===== src/ppr_pkg.sv =====
// Shared types and constants for the row repair controller
package ppr_pkg;

  // ==========================================================
  // Command carrier
  typedef enum logic [3:0] {
    OP_DES, OP_NOP, OP_MRS, OP_ACT, OP_WR, OP_RD, OP_PRE, OP_REF, OP_ZQ
  } ppr_op_t;

  typedef struct packed {
    logic vld;
    ppr_op_t op;
    logic [1:0] bg;
    logic [1:0] ba;
    logic [17:0] addr;
  } ppr_cmd_t;

  // ==========================================================
  // Mode register decode
  localparam logic [2:0] MR_SEL_KEY = 3'h0;
  localparam logic [2:0] MR_SEL_PPR = 3'h4;
  localparam int MR4_SOFT_BIT = 5;
  localparam int MR4_SELFTEST_BIT = 0;

  // ==========================================================
  // Guard keys
  localparam logic [6:0] KEY_LOW_ONES = 7'h7f;
  localparam logic [4:0] KEY_CODE1 = 5'h19;
  localparam logic [4:0] KEY_CODE2 = 5'h0f;
  localparam logic [4:0] KEY_CODE3 = 5'h17;
  localparam logic [4:0] KEY_CODE4 = 5'h07;
  localparam int KEY_CODE_LSB = 7;
  localparam int KEY_CODE_MSB = 11;

  function automatic logic [4:0] key_code(input logic [1:0] idx);
    logic [4:0] c;
    c = KEY_CODE1;
    unique case (idx)
      2'h0: c = KEY_CODE1;
      2'h1: c = KEY_CODE2;
      2'h2: c = KEY_CODE3;
      2'h3: c = KEY_CODE4;
    endcase
    return c;
  endfunction

  // ==========================================================
  // Banks and rows
  localparam int NUM_BANKS = 16;
  localparam int ROW_W = 18;
  localparam logic [17:0] ASSOC_ROW_MASK = 18'h3e003;
  localparam int DATA_BEATS = 4;

  // ==========================================================
  // Timing
  localparam longint CLK_HZ = 64'd100000000;
  localparam int CLK_PERIOD_NS = 10;
  localparam int SOFT_PRE_EXIT_NS = 20;
  localparam int SOFT_PRE_EXIT_CYC = (SOFT_PRE_EXIT_NS + CLK_PERIOD_NS - 1) / CLK_PERIOD_NS;
  localparam longint SELF_HEAL_MONO_S = 64'd10;
  localparam longint SELF_HEAL_DUAL_S = 64'd20;
  localparam longint SELF_HEAL_MONO_CYC = SELF_HEAL_MONO_S * CLK_HZ;
  localparam longint SELF_HEAL_DUAL_CYC = SELF_HEAL_DUAL_S * CLK_HZ;

  // ==========================================================
  // Controller state
  typedef enum logic [3:0] {
    ST_NORMAL, ST_SOFT_ARMED, ST_SOFT_KEYED, ST_SOFT_ACT, ST_SOFT_WL,
    ST_SOFT_DATA, ST_SOFT_DONE, ST_SOFT_FAIL, ST_BIST_ARMED, ST_BIST_RUN
  } ppr_state_t;

  typedef struct packed {
    ppr_state_t st;
    logic [3:0] seed_bank;
    logic [17:0] seed_row;
    logic hi;
    logic [1:0] beat;
    logic [15:0] rep_vld;
    logic [15:0][17:0] rep_row;
    logic mpr3_flag;
    logic alert_n;
    logic act_hit;
    logic act_assoc;
    logic commit;
  } ppr_ctrl_st_t;

  typedef struct packed {
    logic [1:0] idx;
  } ppr_key_st_t;

endpackage


===== src/ppr_key_seq.sv =====
// Guard key sequence checker
`timescale 1ns/1ps
module ppr_key_seq (
  input wire logic i_clk,
  input wire logic i_rstn,
  input wire logic i_arm,
  input wire ppr_pkg::ppr_cmd_t i_cmd,
  output logic o_done,
  output logic o_abort
);
  ppr_pkg::ppr_key_st_t q;
  ppr_pkg::ppr_key_st_t n;
  logic match;
  logic [4:0] key_field;
  logic [2:0] seen_ff;

  // ==========================================================
  // Key match and sequencing
  always_comb begin
    n = q;
    o_done = 1'b0;
    o_abort = 1'b0;
    match = i_cmd.op == ppr_pkg::OP_MRS && {i_cmd.bg[0], i_cmd.ba} == ppr_pkg::MR_SEL_KEY
      && i_cmd.bg[1] == 1'b0 && i_cmd.addr[6:0] == ppr_pkg::KEY_LOW_ONES
      && i_cmd.addr[ppr_pkg::KEY_CODE_MSB:ppr_pkg::KEY_CODE_LSB] == ppr_pkg::key_code(q.idx);
    if (!i_arm) begin
      n.idx = 2'h0;
    end else if (i_cmd.vld && i_cmd.op != ppr_pkg::OP_DES) begin
      if (match) begin
        o_done = q.idx == 2'h3;
        n.idx = q.idx + 2'h1;
      end else begin
        o_abort = 1'b1;
        n.idx = 2'h0;
      end
    end
  end

  always_ff @(posedge i_clk or negedge i_rstn) begin
    if (!i_rstn) begin
      q <= '0;
    end else begin
      q <= n;
    end
  end

  // Keys one to three seen since arming, decoded apart from the sequencer
  assign key_field = i_cmd.addr[ppr_pkg::KEY_CODE_MSB:ppr_pkg::KEY_CODE_LSB];

  always_ff @(posedge i_clk or negedge i_rstn) begin
    if (!i_rstn) begin
      seen_ff <= 3'h0;
    end else if (!i_arm || o_abort || o_done) begin
      seen_ff <= 3'h0;
    end else if (i_cmd.vld && i_cmd.op == ppr_pkg::OP_MRS) begin
      seen_ff <= seen_ff | {key_field == ppr_pkg::KEY_CODE3, key_field == ppr_pkg::KEY_CODE2,
        key_field == ppr_pkg::KEY_CODE1};
    end
  end
endmodule // ppr_key_seq


===== src/ppr_timer.sv =====
// Down counter with expiry strobe
`timescale 1ns/1ps
module ppr_timer #(
  parameter int W = 8
) (
  input wire logic i_clk,
  input wire logic i_rstn,
  input wire logic i_start,
  input wire logic [W-1:0] i_load,
  output logic o_busy,
  output logic o_expire
);
  typedef struct packed {
    logic busy;
    logic [W-1:0] cnt;
  } ppr_tmr_st_t;

  ppr_tmr_st_t q;
  ppr_tmr_st_t n;

  if (W < 2) begin : g_chk
    $error("ppr_timer width too small");
  end

  // ==========================================================
  // Count down; expiry in the cycle the count is one
  always_comb begin
    n = q;
    o_busy = q.busy;
    o_expire = q.busy && q.cnt == W'(1);
    if (i_start) begin
      n.busy = i_load != '0;
      n.cnt = i_load;
    end else if (q.busy) begin
      n.cnt = q.cnt - W'(1);
      n.busy = q.cnt != W'(1);
    end
  end

  always_ff @(posedge i_clk or negedge i_rstn) begin
    if (!i_rstn) begin
      q <= '0;
    end else begin
      q <= n;
    end
  end
endmodule // ppr_timer


===== src/ppr_ctrl.sv =====
// Post-package row repair controller, device side
// Summary of operation
// - MR4 bit 5 enters or leaves soft repair
// - Keys: BG/BA zero, low ones, fixed codes
// - Wrong or interrupted keys: no repair, NOP
// - After failed entry ACT/WR act normally; here both are ignored (no act_hit/act_assoc) until MR4 exit
// - Activate after keys captures seed bank/row
// - Repair only if all DQ low 4 clocks
// - One repair per bank, newer replaces older
// - Bank without resource ignores repair sequence
// - Reset reverts all banks to unrepaired
// - Seed row and masked-bit neighbours lose data
// - Alert low during self-test, high after
// - Self-test within 10 s, 20 s dual
// - Self-test completion sets status flag
`timescale 1ns/1ps
module ppr_ctrl #(
  parameter int DQ_W = 8,
  parameter int WL_W = 6,
  parameter bit DUAL_DIE = 1'b0,
  parameter longint SELFTEST_CYC =
    DUAL_DIE ? ppr_pkg::SELF_HEAL_DUAL_CYC : ppr_pkg::SELF_HEAL_MONO_CYC
) (
  input wire logic i_clk,
  input wire logic i_rstn,
  input wire ppr_pkg::ppr_cmd_t i_cmd,
  input wire logic [WL_W-1:0] i_wl,
  input wire logic [DQ_W-1:0] i_dq_rise,
  input wire logic [DQ_W-1:0] i_dq_fall,
  input wire logic [15:0] i_bank_res_ok,
  output logic o_soft_mode,
  output logic o_selftest_busy,
  output logic o_alert_n,
  output logic o_mpr3_flag,
  output logic o_commit,
  output logic o_act_hit,
  output logic o_act_assoc,
  output logic [15:0] o_rep_vld,
  output logic [15:0][17:0] o_rep_row
);
  ppr_pkg::ppr_ctrl_st_t q;
  ppr_pkg::ppr_ctrl_st_t n;
  logic key_arm;
  logic key_done;
  logic key_abort;
  logic wl_start;
  logic wl_expire;
  logic bist_start;
  logic bist_expire;
  logic is_mr4;
  logic is_act;
  logic is_wr;
  logic cur_hi;
  logic soft_st;
  logic [3:0] bank;
  logic [17:0] diff;

  // ==========================================================
  // Elaboration checks
  if (DQ_W < 1 || WL_W < 2 || SELFTEST_CYC < 2 || SELFTEST_CYC > 64'hffffffff) begin : g_chk
    $error("ppr_ctrl parameters out of range");
  end

  // ==========================================================
  // Submodules
  ppr_key_seq u_keys (
    .i_clk(i_clk),
    .i_rstn(i_rstn),
    .i_arm(key_arm),
    .i_cmd(i_cmd),
    .o_done(key_done),
    .o_abort(key_abort)
  );

  ppr_timer #(.W(WL_W)) u_wl (
    .i_clk(i_clk),
    .i_rstn(i_rstn),
    .i_start(wl_start),
    .i_load(i_wl - WL_W'(1)),
    .o_busy(),
    .o_expire(wl_expire)
  );

  ppr_timer #(.W(32)) u_bist (
    .i_clk(i_clk),
    .i_rstn(i_rstn),
    .i_start(bist_start),
    .i_load(SELFTEST_CYC[31:0]),
    .o_busy(),
    .o_expire(bist_expire)
  );

  // ==========================================================
  // Command decode
  assign bank = {i_cmd.bg, i_cmd.ba};
  assign is_mr4 = i_cmd.vld && i_cmd.op == ppr_pkg::OP_MRS
    && {i_cmd.bg[0], i_cmd.ba} == ppr_pkg::MR_SEL_PPR;
  assign is_act = i_cmd.vld && i_cmd.op == ppr_pkg::OP_ACT;
  assign is_wr = i_cmd.vld && i_cmd.op == ppr_pkg::OP_WR;
  assign cur_hi = (|i_dq_rise) || (|i_dq_fall);
  assign key_arm = q.st == ppr_pkg::ST_SOFT_ARMED || q.st == ppr_pkg::ST_BIST_ARMED;
  assign soft_st = q.st inside {ppr_pkg::ST_SOFT_ARMED, ppr_pkg::ST_SOFT_KEYED,
    ppr_pkg::ST_SOFT_ACT, ppr_pkg::ST_SOFT_WL, ppr_pkg::ST_SOFT_DATA,
    ppr_pkg::ST_SOFT_DONE, ppr_pkg::ST_SOFT_FAIL};
  assign diff = i_cmd.addr ^ q.rep_row[bank];

  // ==========================================================
  // Next state
  always_comb begin
    n = q;
    n.commit = 1'b0;
    n.act_hit = 1'b0;
    n.act_assoc = 1'b0;
    wl_start = 1'b0;
    bist_start = 1'b0;
    unique case (q.st)
      ppr_pkg::ST_NORMAL: begin
        if (is_mr4 && i_cmd.addr[ppr_pkg::MR4_SOFT_BIT]) begin
          n.st = ppr_pkg::ST_SOFT_ARMED;
        end else if (is_mr4 && i_cmd.addr[ppr_pkg::MR4_SELFTEST_BIT]) begin
          n.st = ppr_pkg::ST_BIST_ARMED;
        end
        if (is_act && q.rep_vld[bank]) begin
          n.act_hit = diff == '0;
          n.act_assoc = diff != '0 && (diff & ~ppr_pkg::ASSOC_ROW_MASK) == '0;
        end
      end
      ppr_pkg::ST_SOFT_ARMED: begin
        if (key_done) begin
          n.st = ppr_pkg::ST_SOFT_KEYED;
        end else if (key_abort) begin
          n.st = ppr_pkg::ST_SOFT_FAIL;
        end
      end
      ppr_pkg::ST_SOFT_KEYED: begin
        if (is_act) begin
          if (i_bank_res_ok[bank]) begin
            n.seed_bank = bank;
            n.seed_row = i_cmd.addr;
            n.st = ppr_pkg::ST_SOFT_ACT;
          end else begin
            n.st = ppr_pkg::ST_SOFT_FAIL;
          end
        end
      end
      ppr_pkg::ST_SOFT_ACT: begin
        if (is_wr) begin
          if (bank == q.seed_bank) begin
            wl_start = 1'b1;
            n.st = ppr_pkg::ST_SOFT_WL;
          end else begin
            n.st = ppr_pkg::ST_SOFT_FAIL;
          end
        end
      end
      ppr_pkg::ST_SOFT_WL: begin
        if (wl_expire) begin
          n.st = ppr_pkg::ST_SOFT_DATA;
          n.beat = 2'h0;
          n.hi = 1'b0;
        end
      end
      ppr_pkg::ST_SOFT_DATA: begin
        n.hi = q.hi || cur_hi;
        n.beat = q.beat + 2'h1;
        if (q.beat == 2'(ppr_pkg::DATA_BEATS - 1)) begin
          n.st = ppr_pkg::ST_SOFT_DONE;
          if (!(q.hi || cur_hi)) begin
            n.rep_vld[q.seed_bank] = 1'b1;
            n.rep_row[q.seed_bank] = q.seed_row;
            n.commit = 1'b1;
          end
        end
      end
      ppr_pkg::ST_SOFT_DONE, ppr_pkg::ST_SOFT_FAIL: begin
        n.st = q.st;
      end
      ppr_pkg::ST_BIST_ARMED: begin
        if (key_done) begin
          bist_start = 1'b1;
          n.alert_n = 1'b0;
          n.st = ppr_pkg::ST_BIST_RUN;
        end else if (key_abort) begin
          n.st = ppr_pkg::ST_NORMAL;
        end
      end
      ppr_pkg::ST_BIST_RUN: begin
        if (bist_expire) begin
          n.alert_n = 1'b1;
          n.mpr3_flag = 1'b1;
          n.st = ppr_pkg::ST_NORMAL;
        end
      end
    endcase
    if (soft_st && is_mr4 && !i_cmd.addr[ppr_pkg::MR4_SOFT_BIT]) begin
      n.st = ppr_pkg::ST_NORMAL;
    end
  end

  // ==========================================================
  // State register
  always_ff @(posedge i_clk or negedge i_rstn) begin
    if (!i_rstn) begin
      q <= '0;
      q.alert_n <= 1'b1;
      q.st <= ppr_pkg::ST_NORMAL;
    end else begin
      q <= n;
    end
  end

  // ==========================================================
  // Outputs
  assign o_soft_mode = soft_st;
  assign o_selftest_busy = q.st == ppr_pkg::ST_BIST_RUN;
  assign o_alert_n = q.alert_n;
  assign o_mpr3_flag = q.mpr3_flag;
  assign o_commit = q.commit;
  assign o_act_hit = q.act_hit;
  assign o_act_assoc = q.act_assoc;
  assign o_rep_vld = q.rep_vld;
  assign o_rep_row = q.rep_row;

  logic [31:0] run_cnt;
  always_ff @(posedge i_clk or negedge i_rstn) begin
    if (!i_rstn) begin
      run_cnt <= 32'h0;
    end else if (q.st == ppr_pkg::ST_BIST_RUN) begin
      run_cnt <= run_cnt + 32'h1;
    end else begin
      run_cnt <= 32'h0;
    end
  end
endmodule // ppr_ctrl


===== config.mk =====
export PLATFORM = sky130hd
export DESIGN_NAME = ppr_ctrl
export DESIGN_NICKNAME = d
export VERILOG_FILES = /design/src/ppr_pkg.sv /design/src/ppr_key_seq.sv /design/src/ppr_timer.sv /design/src/ppr_ctrl.sv
export SDC_FILE = /design/constraint.sdc
export NUM_CORES = 1
export LEC_CHECK = 0
export BUFFER_PORTS_ARGS = -buffer_cell sky130_fd_sc_hd__buf_4
export CAP_MARGIN = 10
export CELL_PAD_IN_SITES_DETAIL_PLACEMENT = 1
export CELL_PAD_IN_SITES_GLOBAL_PLACEMENT = 2
export CORE_AREA = 2 2 235 237
export DETAILED_ROUTE_END_ITERATION = 8
export DIE_AREA = 0 0 237 239
export GPL_ROUTABILITY_DRIVEN = 1
export PLACE_DENSITY_LB_ADDON = 0.12
export SYNTH_ARGS = -nofsm -noshare
export SYNTH_HDL_FRONTEND = slang
export SYNTH_SLANG_ARGS = --single-unit

===== constraint.sdc =====
create_clock -name i_clk -period 3.5 [get_ports i_clk]
set_input_delay 0.35 -clock i_clk [delete_from_list [all_inputs] [get_ports i_clk]]
set_output_delay 0.35 -clock i_clk [all_outputs]
set_load 0.005 [all_outputs]

Yosys cells after proc, flatten, opt, wreduce, memory -nomap -nowiden
Index checks and enable logic that the tools add are counted.

operators by class
  add/sub/neg operators = 5
  $lt $le $gt $ge = 3
  equality and inequality tests = 37
  muxes and demuxes = 56
  bitwise logic cells = 4
  reductions and logical operators = 44

operators by type and width
  kind                                                     count
  bitwise mux 288 bit                                      1
  binary-select mux 18 bit (select 4 bit)                  1
  demux 18 bit (select 4 bit)                              1
  2-to-1 mux 33 bit                                        2
  2-to-1 mux 4 bit                                         11
  logical NOT 18 bit                                       2
  2-to-1 mux 18 bit                                        2
  equality test 32 x 1 -> 1 bit (second input constant)    1
  inequality test 32 x 1 -> 1 bit (second input constant)  1
  one-hot mux 4 bit (8 select lines)                       1
  subtractor 32 x 1 -> 32 bit (second input constant)      1
  2-to-1 mux 26 bit                                        1
  2-to-1 mux 22 bit                                        1
  equality test 4 x 3 -> 1 bit (second input constant)     5
  one-hot mux 5 bit (4 select lines)                       1
  2-to-1 mux 1 bit                                         19
  logical AND 1 bit                                        18
  nonzero test 18 bit                                      1
  bitwise XOR 18 bit                                       1
  equality test 4 x 2 -> 1 bit (second input constant)     4
  OR 16 bit                                                1
  OR reduction 8 bit                                       2
  2-to-1 mux 7 bit                                         2
  2-to-1 mux 2 bit                                         6
  39 further kinds                                         63

storage, ports and cells
  register bits = 380
  bits of input ports = 67
  output and inout port bits = 311
  word-level logic and storage cells = 181

Depth between registers and ports, before layout
Gate-level depths: netlist (run 1).

  word-level depth = 12
  depth in mapped cells = 10
  gate-level depth less buffers = 9

By module
A second synthesis (run 1) with hierarchy kept.

second synthesis, totals
  cells, all modules = 1692
  area total of the unflattened synthesis = 21102.7 sq um

by module, submodules not included
  module               times used  cells each  area an instance (sq um)  seq. area each (sq um)
  ppr_ctrl             1           1380        18373.9                   8459.4
  ppr_timer at u_bist  1           235         2038.2                    825.8
  ppr_timer at u_wl    1           46          426.7                     175.2
  ppr_key_seq          1           31          264.0                     50.0

Worst setup path before layout (run 1)
No wires, ideal clock.

  path type = input to register
  from = in i_cmd[18] (netlist bit)
  to = reg q (netlist bit o_act_hit)
  library setup time = 0.095 ns
  arrival time = 2.437 ns
  required time = 3.405 ns
  path slack = 0.968 ns
  stages = 8
  path buffers = 3
  cells stage by stage = buf_6 buf_2 buf_2 mux4_2 xor2_1 o41ai_1 o211ai_1 nor4b_2

RTL lines
  element               line             text
  start, declared       ppr_ctrl.sv:26   input wire ppr_pkg::ppr_cmd_t i_cmd,
  end signal, assigned  ppr_ctrl.sv:208  q <= n;
  end, declared         ppr_ctrl.sv:41   ppr_pkg::ppr_ctrl_st_t q;

Worst setup path after layout (run 1)
  from = reg q[311] (netlist bit)
  to = reg q (netlist bit o_rep_row[67])

on the way
  longest elaborated chain between the ends = 3

RTL lines
  element                        line             text
  logical OR 1 bit               ppr_ctrl.sv:168  if (!(q.hi || cur_hi)) begin
  NOT 1 bit (no line)            n/a
  AND reduction 3 bit (no line)  n/a

No other way between the ends.
A chain may end at the register's enable or synchronous reset.

==> results of run 1 <==
[worst max-delay path: cells and delay by family (launching register included)]
family,cells,cell delay [ns]
DFF,1,0.39
muxes,1,0.47
and+or+nand+nor,6,1.90
[worst paths after layout]
check / end / depth (start not counted) / slack, ns
max in group asynchronous: o_rep_row[12] / 3 / 2.11
worst max register to register: o_rep_row[67] / 7 / 0.60
worst min-delay path: q[314] / 2 / 0.05
worst min register to register: o_rep_vld[13] / 1 / 0.49
worst max-delay path: o_rep_row[67] / 7 / 0.60
min in group asynchronous: o_rep_row[72] / 2 / 0.40
[flip-flops by register name (all words and copies together) (netlist names)]
signal         flops
o_act_hit          1
o_rep_vld         16
o_rep_row        288
o_mpr3_flag        1
o_commit           1
u_keys.q           2
o_act_assoc        1
u_wl.o_busy        1
o_alert_n          1
q                 29
u_bist.o_busy      1
u_bist.q          32
u_wl.q             6
[layer usage]
layer / vias up / wire, um / global-route usage
met4: 4 / 1770 / 0.0723
met5: - / 31 / 0
li1: 5561 / - / -
met3: 88 / 4180 / 0.0500
met2: 345 / 32800 / 0.392
met1: 6871 / 28500 / 0.315
[power by group through the flow]
stage | logic, mW | clock network, mW | registers, mW
floorplan | 0.597 | 0 | 4.62
global placement | 0.957 | 0 | 4.72
detailed placement | 0.974 | 0 | 4.72
CTS | 0.982 | 4.79 | 4.64
global route | 1.07 | 4.95 | 4.66
finish | 0.963 | 4.65 | 4.64
[cells by family (layout without fill, tap and decap cells)]
family,Yosys count,count (layout),synth area share
multiplexers,425,425,0.275
buffers and inverters,398,534,0.132
flip-flops,380,380,0.466
AND/OR/NAND/NOR,247,247,0.0669
XOR/XNOR,76,76,0.0326
AO/OA/AOI/OAI,65,65,0.0212
adder cells (fa/ha/maj),11,11,0.00662
[stage by stage]
stage / hold slack (ns) / instances / utilization / instance area [um2] / power (mW)
after floorplan: 0.0544 / 1602 / - / 20400 / 5.22
after global placement: 0.453 / 2358 / 0.407 / 22100 / 5.67
after detailed placement: 0.462 / 2358 / 0.407 / 22100 / 5.69
after CTS: 0.0164 / 2442 / 0.434 / 23600 / 10.4
after global routing: 0.0356 / 2442 / 0.434 / 23600 / 10.7
final: 0.0511 / 2442 / 0.434 / 23600 / 10.3
[placed cells by master (no fill, tap or decap), types with 12 or more instances in the layout]
master and n:
clkbuf_1 16, nor4_1 14, buf_4 425, nor3_1 19, o21ai_0 18, mux4_2 77, clkbuf_16 47, mux2i_1 26
xor2_1 34, nand3_1 12, dfrtp_1 379, nand2b_1 18, nand2_1 47, xnor2_1 42, inv_1 13, nor2_1 53
mux2_2 314
[area by class of cell]
type / count / share of cell area
Tap cell: 704 / 0.0373
Clock inverter: 11 / 0.00482
Timing Repair Buffer: 440 / 0.146
Clock buffer: 70 / 0.0565
Sequential cell: 380 / 0.403
Multi-Input combinational cell: 824 / 0.350
Inverter: 13 / 0.00207
[what timing repair did]
item | 4_1_cts | 5_1_grt
gates resized for setup | 0 | 0
endpoints found under the hold margin | 85 | 0
buffers inserted | 0 | 0
hold buffers | 3 | 0
==> flow_metrics.env, run 1 <==
export IMPL_place_gp_congestion=0.802
export IMPL_grt_max_degree=93
export IMPL_dpl_worst_slack_ns=0.350
export IMPL_vias=12869
export IMPL_cp_max_fo=19
export IMPL_yosysTopAreaCell="dfrtp_1"
export IMPL_hold_class="primary input to register"
export IMPL_seq_area_um2=9510
export IMPL_crit_start="q[311]"
export IMPL_postRouteAntennaNets=0
export IMPL_p_per_area_nw_per_um2=435
export IMPL_via_per_inst=5.27
export IMPL_cts_tree="done"
export IMPL_peakVddDrop_mv=0.309
export IMPL_cts_htree_levels=2
export IMPL_clockBufferDepth=3
export IMPL_yosys_warnings=0
export IMPL_timing_rr_start="q[311]"
export IMPL_crit_required_ns=3.95
export IMPL_cp_arrival_ns=3.35
export IMPL_combPwrFrac=0.094
export IMPL_nets=1781
export IMPL_p_sw_frac=0.256
export IMPL_min_delay_start="i_cmd[2]"
export IMPL_drc=0
export IMPL_ys_types=70
export IMPL_p_int_mw=7.63
export IMPL_crit_path_start_kind="register"
export IMPL_slowest_delay_ns=0.51
export IMPL_rows=86
export IMPL_synthArstFlopShare=1.00
export IMPL_finalCritPeriodShare=0.828
export IMPL_synthTopCellsByCount="dfrtp_1, mux2_2, buf_4, mux4_2, nand2_1"
export IMPL_tightestPinTransition_ns=0.820
export IMPL_syn_nets=1679
export IMPL_critPathCaptureType="register"
export IMPL_clock_skew_ns=0.0141
export IMPL_netlist_area_um2=20400
export IMPL_area_growth_pct=15.6
export IMPL_synth_top_cell_area_share=0.464
export IMPL_antenna_cells=0
export IMPL_syn_avg_cell_area_um2=12.7
export IMPL_critPathSlowestCell="nand2_2"
export IMPL_syn_inst=1602
export IMPL_core_area_um2=54300
export IMPL_port_buffers=377
export IMPL_slew_headroom=0.453
export IMPL_clkPwrFrac=0.454
export IMPL_setup_violations=0
export IMPL_cts_buffers=45
export IMPL_die_w_um=237
export IMPL_avgRoutedWirePerCell_um=27.5
export IMPL_status="complete, no violations"
export IMPL_clock_sinks=380
export IMPL_die_area_um2=56600
export IMPL_clockRootBuffer="clkbuf_16"
export IMPL_rsz0062_at_grt="false"
export IMPL_first_pass_iters=4
export IMPL_overflow=0
export IMPL_clkTransAtPathRegs_ns=0.06
export IMPL_synth_flop_cell="dfrtp_1"
export IMPL_slew_viol_final=0
export IMPL_seq_area_frac_synth=0.466
export IMPL_synth_seq_cells=380
export IMPL_setup_tns_final_ns=0
export IMPL_switchingPower_mw=2.62
export IMPL_drt_iter0_drc=648
export IMPL_wl_um=67300
export IMPL_fmax_ghz=0.345
export IMPL_power_frac_seq=0.452
export IMPL_ios=378
export IMPL_grt_pass1_vias=13911
export IMPL_antenna_found_initial=2
export IMPL_grt_usage=0.238
export IMPL_cap_violations=0
export IMPL_finalHoldViolations=0
export IMPL_clkLatencyLatePin_ns=0.57
export IMPL_start_util=0.376
export IMPL_worst_slack_ns=0.603
export IMPL_grt_pass1_wl_um=97900
export IMPL_crit_path_cell_trace="nor4_1 -> nand4_1 -> nor4_1 -> and3_1 -> and3_1 -> nand2_2 -> mux2_2"
export IMPL_worstSetupPathType="register to register"
export IMPL_p_leak_nw=11.6
export IMPL_multi_input_area_um2=8270
export IMPL_yosysMostFrequentCell="dfrtp_1"
export IMPL_synthTopCellsByArea="dfrtp_1, mux2_2, buf_4"
export IMPL_die_h_um=239
export IMPL_drive_gt1_frac=0.535
export IMPL_dp_hpwl_um=48300
export IMPL_finalCriticalPeriod_ns=2.90
export IMPL_fillCellCount=5602
export IMPL_synth_edf_count=0
Note: power is estimated with default switching activity, not from simulation.
==> run 2: changes to the inputs <==
--- a/config.mk
+++ b/config.mk
@@ -5,13 +5,14 @@
 export SDC_FILE = /design/constraint.sdc
 export NUM_CORES = 1
 export LEC_CHECK = 0
+export ABC_AREA = 1
 export BUFFER_PORTS_ARGS = -buffer_cell sky130_fd_sc_hd__buf_4
 export CAP_MARGIN = 10
 export CELL_PAD_IN_SITES_DETAIL_PLACEMENT = 1
 export CELL_PAD_IN_SITES_GLOBAL_PLACEMENT = 2
-export CORE_AREA = 2 2 235 237
+export CORE_AREA = 2 2 263 265
 export DETAILED_ROUTE_END_ITERATION = 8
-export DIE_AREA = 0 0 237 239
+export DIE_AREA = 0 0 265 267
 export GPL_ROUTABILITY_DRIVEN = 1
 export PLACE_DENSITY_LB_ADDON = 0.12
 export SYNTH_ARGS = -nofsm -noshare
==> constraint.sdc (replaced) <==
create_clock -name i_clk -period 2.7 [get_ports i_clk]
set_input_delay 0.27 -clock i_clk [delete_from_list [all_inputs] [get_ports i_clk]]
set_output_delay 0.27 -clock i_clk [all_outputs]
set_load 0.005 [all_outputs]
==> flow_metrics.env, run 2 <==
export IMPL_p_per_area_nw_per_um2=567
export IMPL_synth_top_cell_area_share=0.426
export IMPL_rows=96
export IMPL_grt_max_degree=69
export IMPL_cp_max_fo=36
export IMPL_total_power_mw=14.5
export IMPL_min_delay_start="i_cmd[15]"
export IMPL_synth_flop_cell="dfrtp_1"
export IMPL_die_w_um=265
export IMPL_setup_tns_final_ns=0
export IMPL_p_sw_frac=0.286
export IMPL_cts_tree="done"
export IMPL_clkLatencyLatePin_ns=0.60
export IMPL_antenna_found_initial=7
export IMPL_clock_sinks=380
export IMPL_multi_input_area_um2=8500
export IMPL_synthTopCellsByArea="dfrtp_1, nand2_1, buf_4"
export IMPL_yosysTopAreaCell="dfrtp_1"
export IMPL_port_buffers=377
export IMPL_grt_usage=0.243
export IMPL_wl_um=85700
export IMPL_die_area_um2=70800
export IMPL_hold_class="primary input to register"
export IMPL_crit_required_ns=3.15
export IMPL_dpl_worst_slack_ns=0.207
export IMPL_p_int_mw=10.3
export IMPL_cp_arrival_ns=2.84
export IMPL_synthArstFlopShare=1.00
export IMPL_seq_area_frac_synth=0.427
export IMPL_first_pass_iters=5
export IMPL_synth_seq_cells=380
export IMPL_crit_path_start_kind="register"
export IMPL_syn_avg_cell_area_um2=7.52
export IMPL_drc=0
export IMPL_cap_violations=0
export IMPL_clkPwrFrac=0.456
export IMPL_fmax_ghz=0.419
export IMPL_critPathCaptureType="register"
export IMPL_status="complete, no violations"
export IMPL_worst_slack_ns=0.312
export IMPL_combPwrFrac=0.135
export IMPL_ios=378
export IMPL_ys_types=46
export IMPL_die_h_um=267
export IMPL_drive_gt1_frac=0.195
export IMPL_seq_area_um2=9510
export IMPL_yosys_warnings=0
export IMPL_synth_edf_count=0
export IMPL_place_gp_congestion=0.841
export IMPL_core_area_um2=68000
export IMPL_worstSetupPathType="register to register"
export IMPL_avgRoutedWirePerCell_um=21.8
export IMPL_netlist_area_um2=22300
export IMPL_slew_headroom=0.391
export IMPL_start_util=0.327
export IMPL_rsz0062_at_grt="false"
export IMPL_crit_start="q[337]"
export IMPL_finalHoldViolations=0
export IMPL_finalCritPeriodShare=0.884
export IMPL_mostFrequentLayoutCells="nand2_1, buf_4, dfrtp_1, nor2_1, inv_1"
export IMPL_clockRootBuffer="clkbuf_16"
export IMPL_grt_pass1_wl_um=129000
export IMPL_tightestPinTransition_ns=0.912
export IMPL_syn_nets=3036
export IMPL_area_growth_pct=14.5
export IMPL_yosysMostFrequentCell="nand2_1"
export IMPL_mostFrequentLayoutCell="nand2_1"
export IMPL_grt_pass1_vias=19896
export IMPL_vias=19016
export IMPL_clock_skew_ns=0.0182
export IMPL_setup_violations=0
export IMPL_clkTransAtPathRegs_ns=0.06
export IMPL_cts_buffers=48
export IMPL_peakVddDrop_mv=0.417
export IMPL_cts_htree_levels=2
export IMPL_via_per_inst=4.83
export IMPL_overflow=0
export IMPL_p_leak_nw=12.4
export IMPL_synthTopCellsByCount="nand2_1, dfrtp_1, buf_4, nor2_1, inv_1"
export IMPL_timing_rr_start="q[337]"
export IMPL_finalCriticalPeriod_ns=2.39
export IMPL_slew_viol_final=0
export IMPL_clockBufferDepth=3
export IMPL_drt_iter0_drc=963
export IMPL_postRouteAntennaNets=0
export IMPL_dp_hpwl_um=62700
export IMPL_fillCellCount=8295
export IMPL_power_frac_seq=0.409
export IMPL_syn_inst=2959
export IMPL_switchingPower_mw=4.13
export IMPL_largest_register_ffs=288
export IMPL_nets=3091
-- run 2: through the flow --
step / util / hold WS, ns / std cells / area [um2]
after detailed placement: 0.350 / 0.306 / 3836 / 23800
final: 0.375 / 0.0304 / 3939 / 25500
after CTS: 0.375 / 0.000786 / 3935 / 25500
after floorplan: - / -0.0256 / 2959 / 22300
after global placement: 0.350 / 0.307 / 3836 / 23800
after global routing: 0.375 / 0.0213 / 3939 / 25500
-- run 2: cell families after synthesis --
| family | Yosys count | share of synthesized area |
|---|---|---|
| buffers and inverters | 737 | 0.191 |
| AO/OA/AOI/OAI | 455 | 0.110 |
| AND/OR/NAND/NOR | 1355 | 0.257 |
| adder cells (fa/ha/maj) | 10 | 0.00562 |
| flip-flops | 380 | 0.427 |
| XOR/XNOR | 22 | 0.00866 |
-- run 2: critical path: stages (launching register included) --
cell     delay, ns
dfrtp_1       0.40
inv_1         0.12
nand2_1       0.17
nor2_4        0.19
nand2_2       0.11
nor2_8        0.41
nand4_4       0.52
nand2_1       0.20
o21ai_1       0.09
-- run 2: metal layers --
metal	global-route usage	up-vias	routed length, um
li1	-	9161	-
met1	0.313	9339	38000
met2	0.412	394	41300
met3	0.0437	116	3950
met4	0.0751	6	2390
met5	0	-	39
-- run 2: layout make-up --
cell class	count	area share
flip-flops and latches	380	0.373
diodes	4	0.000393
inverters	288	0.0426
well taps	882	0.0433
clock buffers	81	0.0596
repair buffers	454	0.144
clock inverters	8	0.00314
multi-input cells	1842	0.334
-- run 2: worst paths after layout --
kind	endpoint	slack [ns]	cells after the start
max	o_rep_row[28]	0.31	8
min	q[327]	0.03	3
max reg2reg	o_rep_row[28]	0.31	8
min reg2reg	q[309]	0.49	1
max in group asynchronous	o_rep_row[164]	1.54	4
min in group asynchronous	o_rep_row[194]	0.25	2
-- run 2: repair_timing --
item / CTS / global route
setup endpoints to repair: 0 / 1
hold buffers: 10 / 0
hold endpoints to repair: 62 / 0
buffers inserted: 0 / 0
gates resized for setup: 0 / 1
-- run 2: power groups by stage --
stage          combinational [mW]  clock, mW  sequential (mW)
6_report                     1.95       6.59             5.92
5_1_grt                      2.21       6.97             5.93
4_1_cts                      1.97       6.75             5.91
3_5_place_dp                 1.95          0             6.01
3_3_place_gp                 1.92          0             6.01
2_1_floorplan                1.15          0             5.99
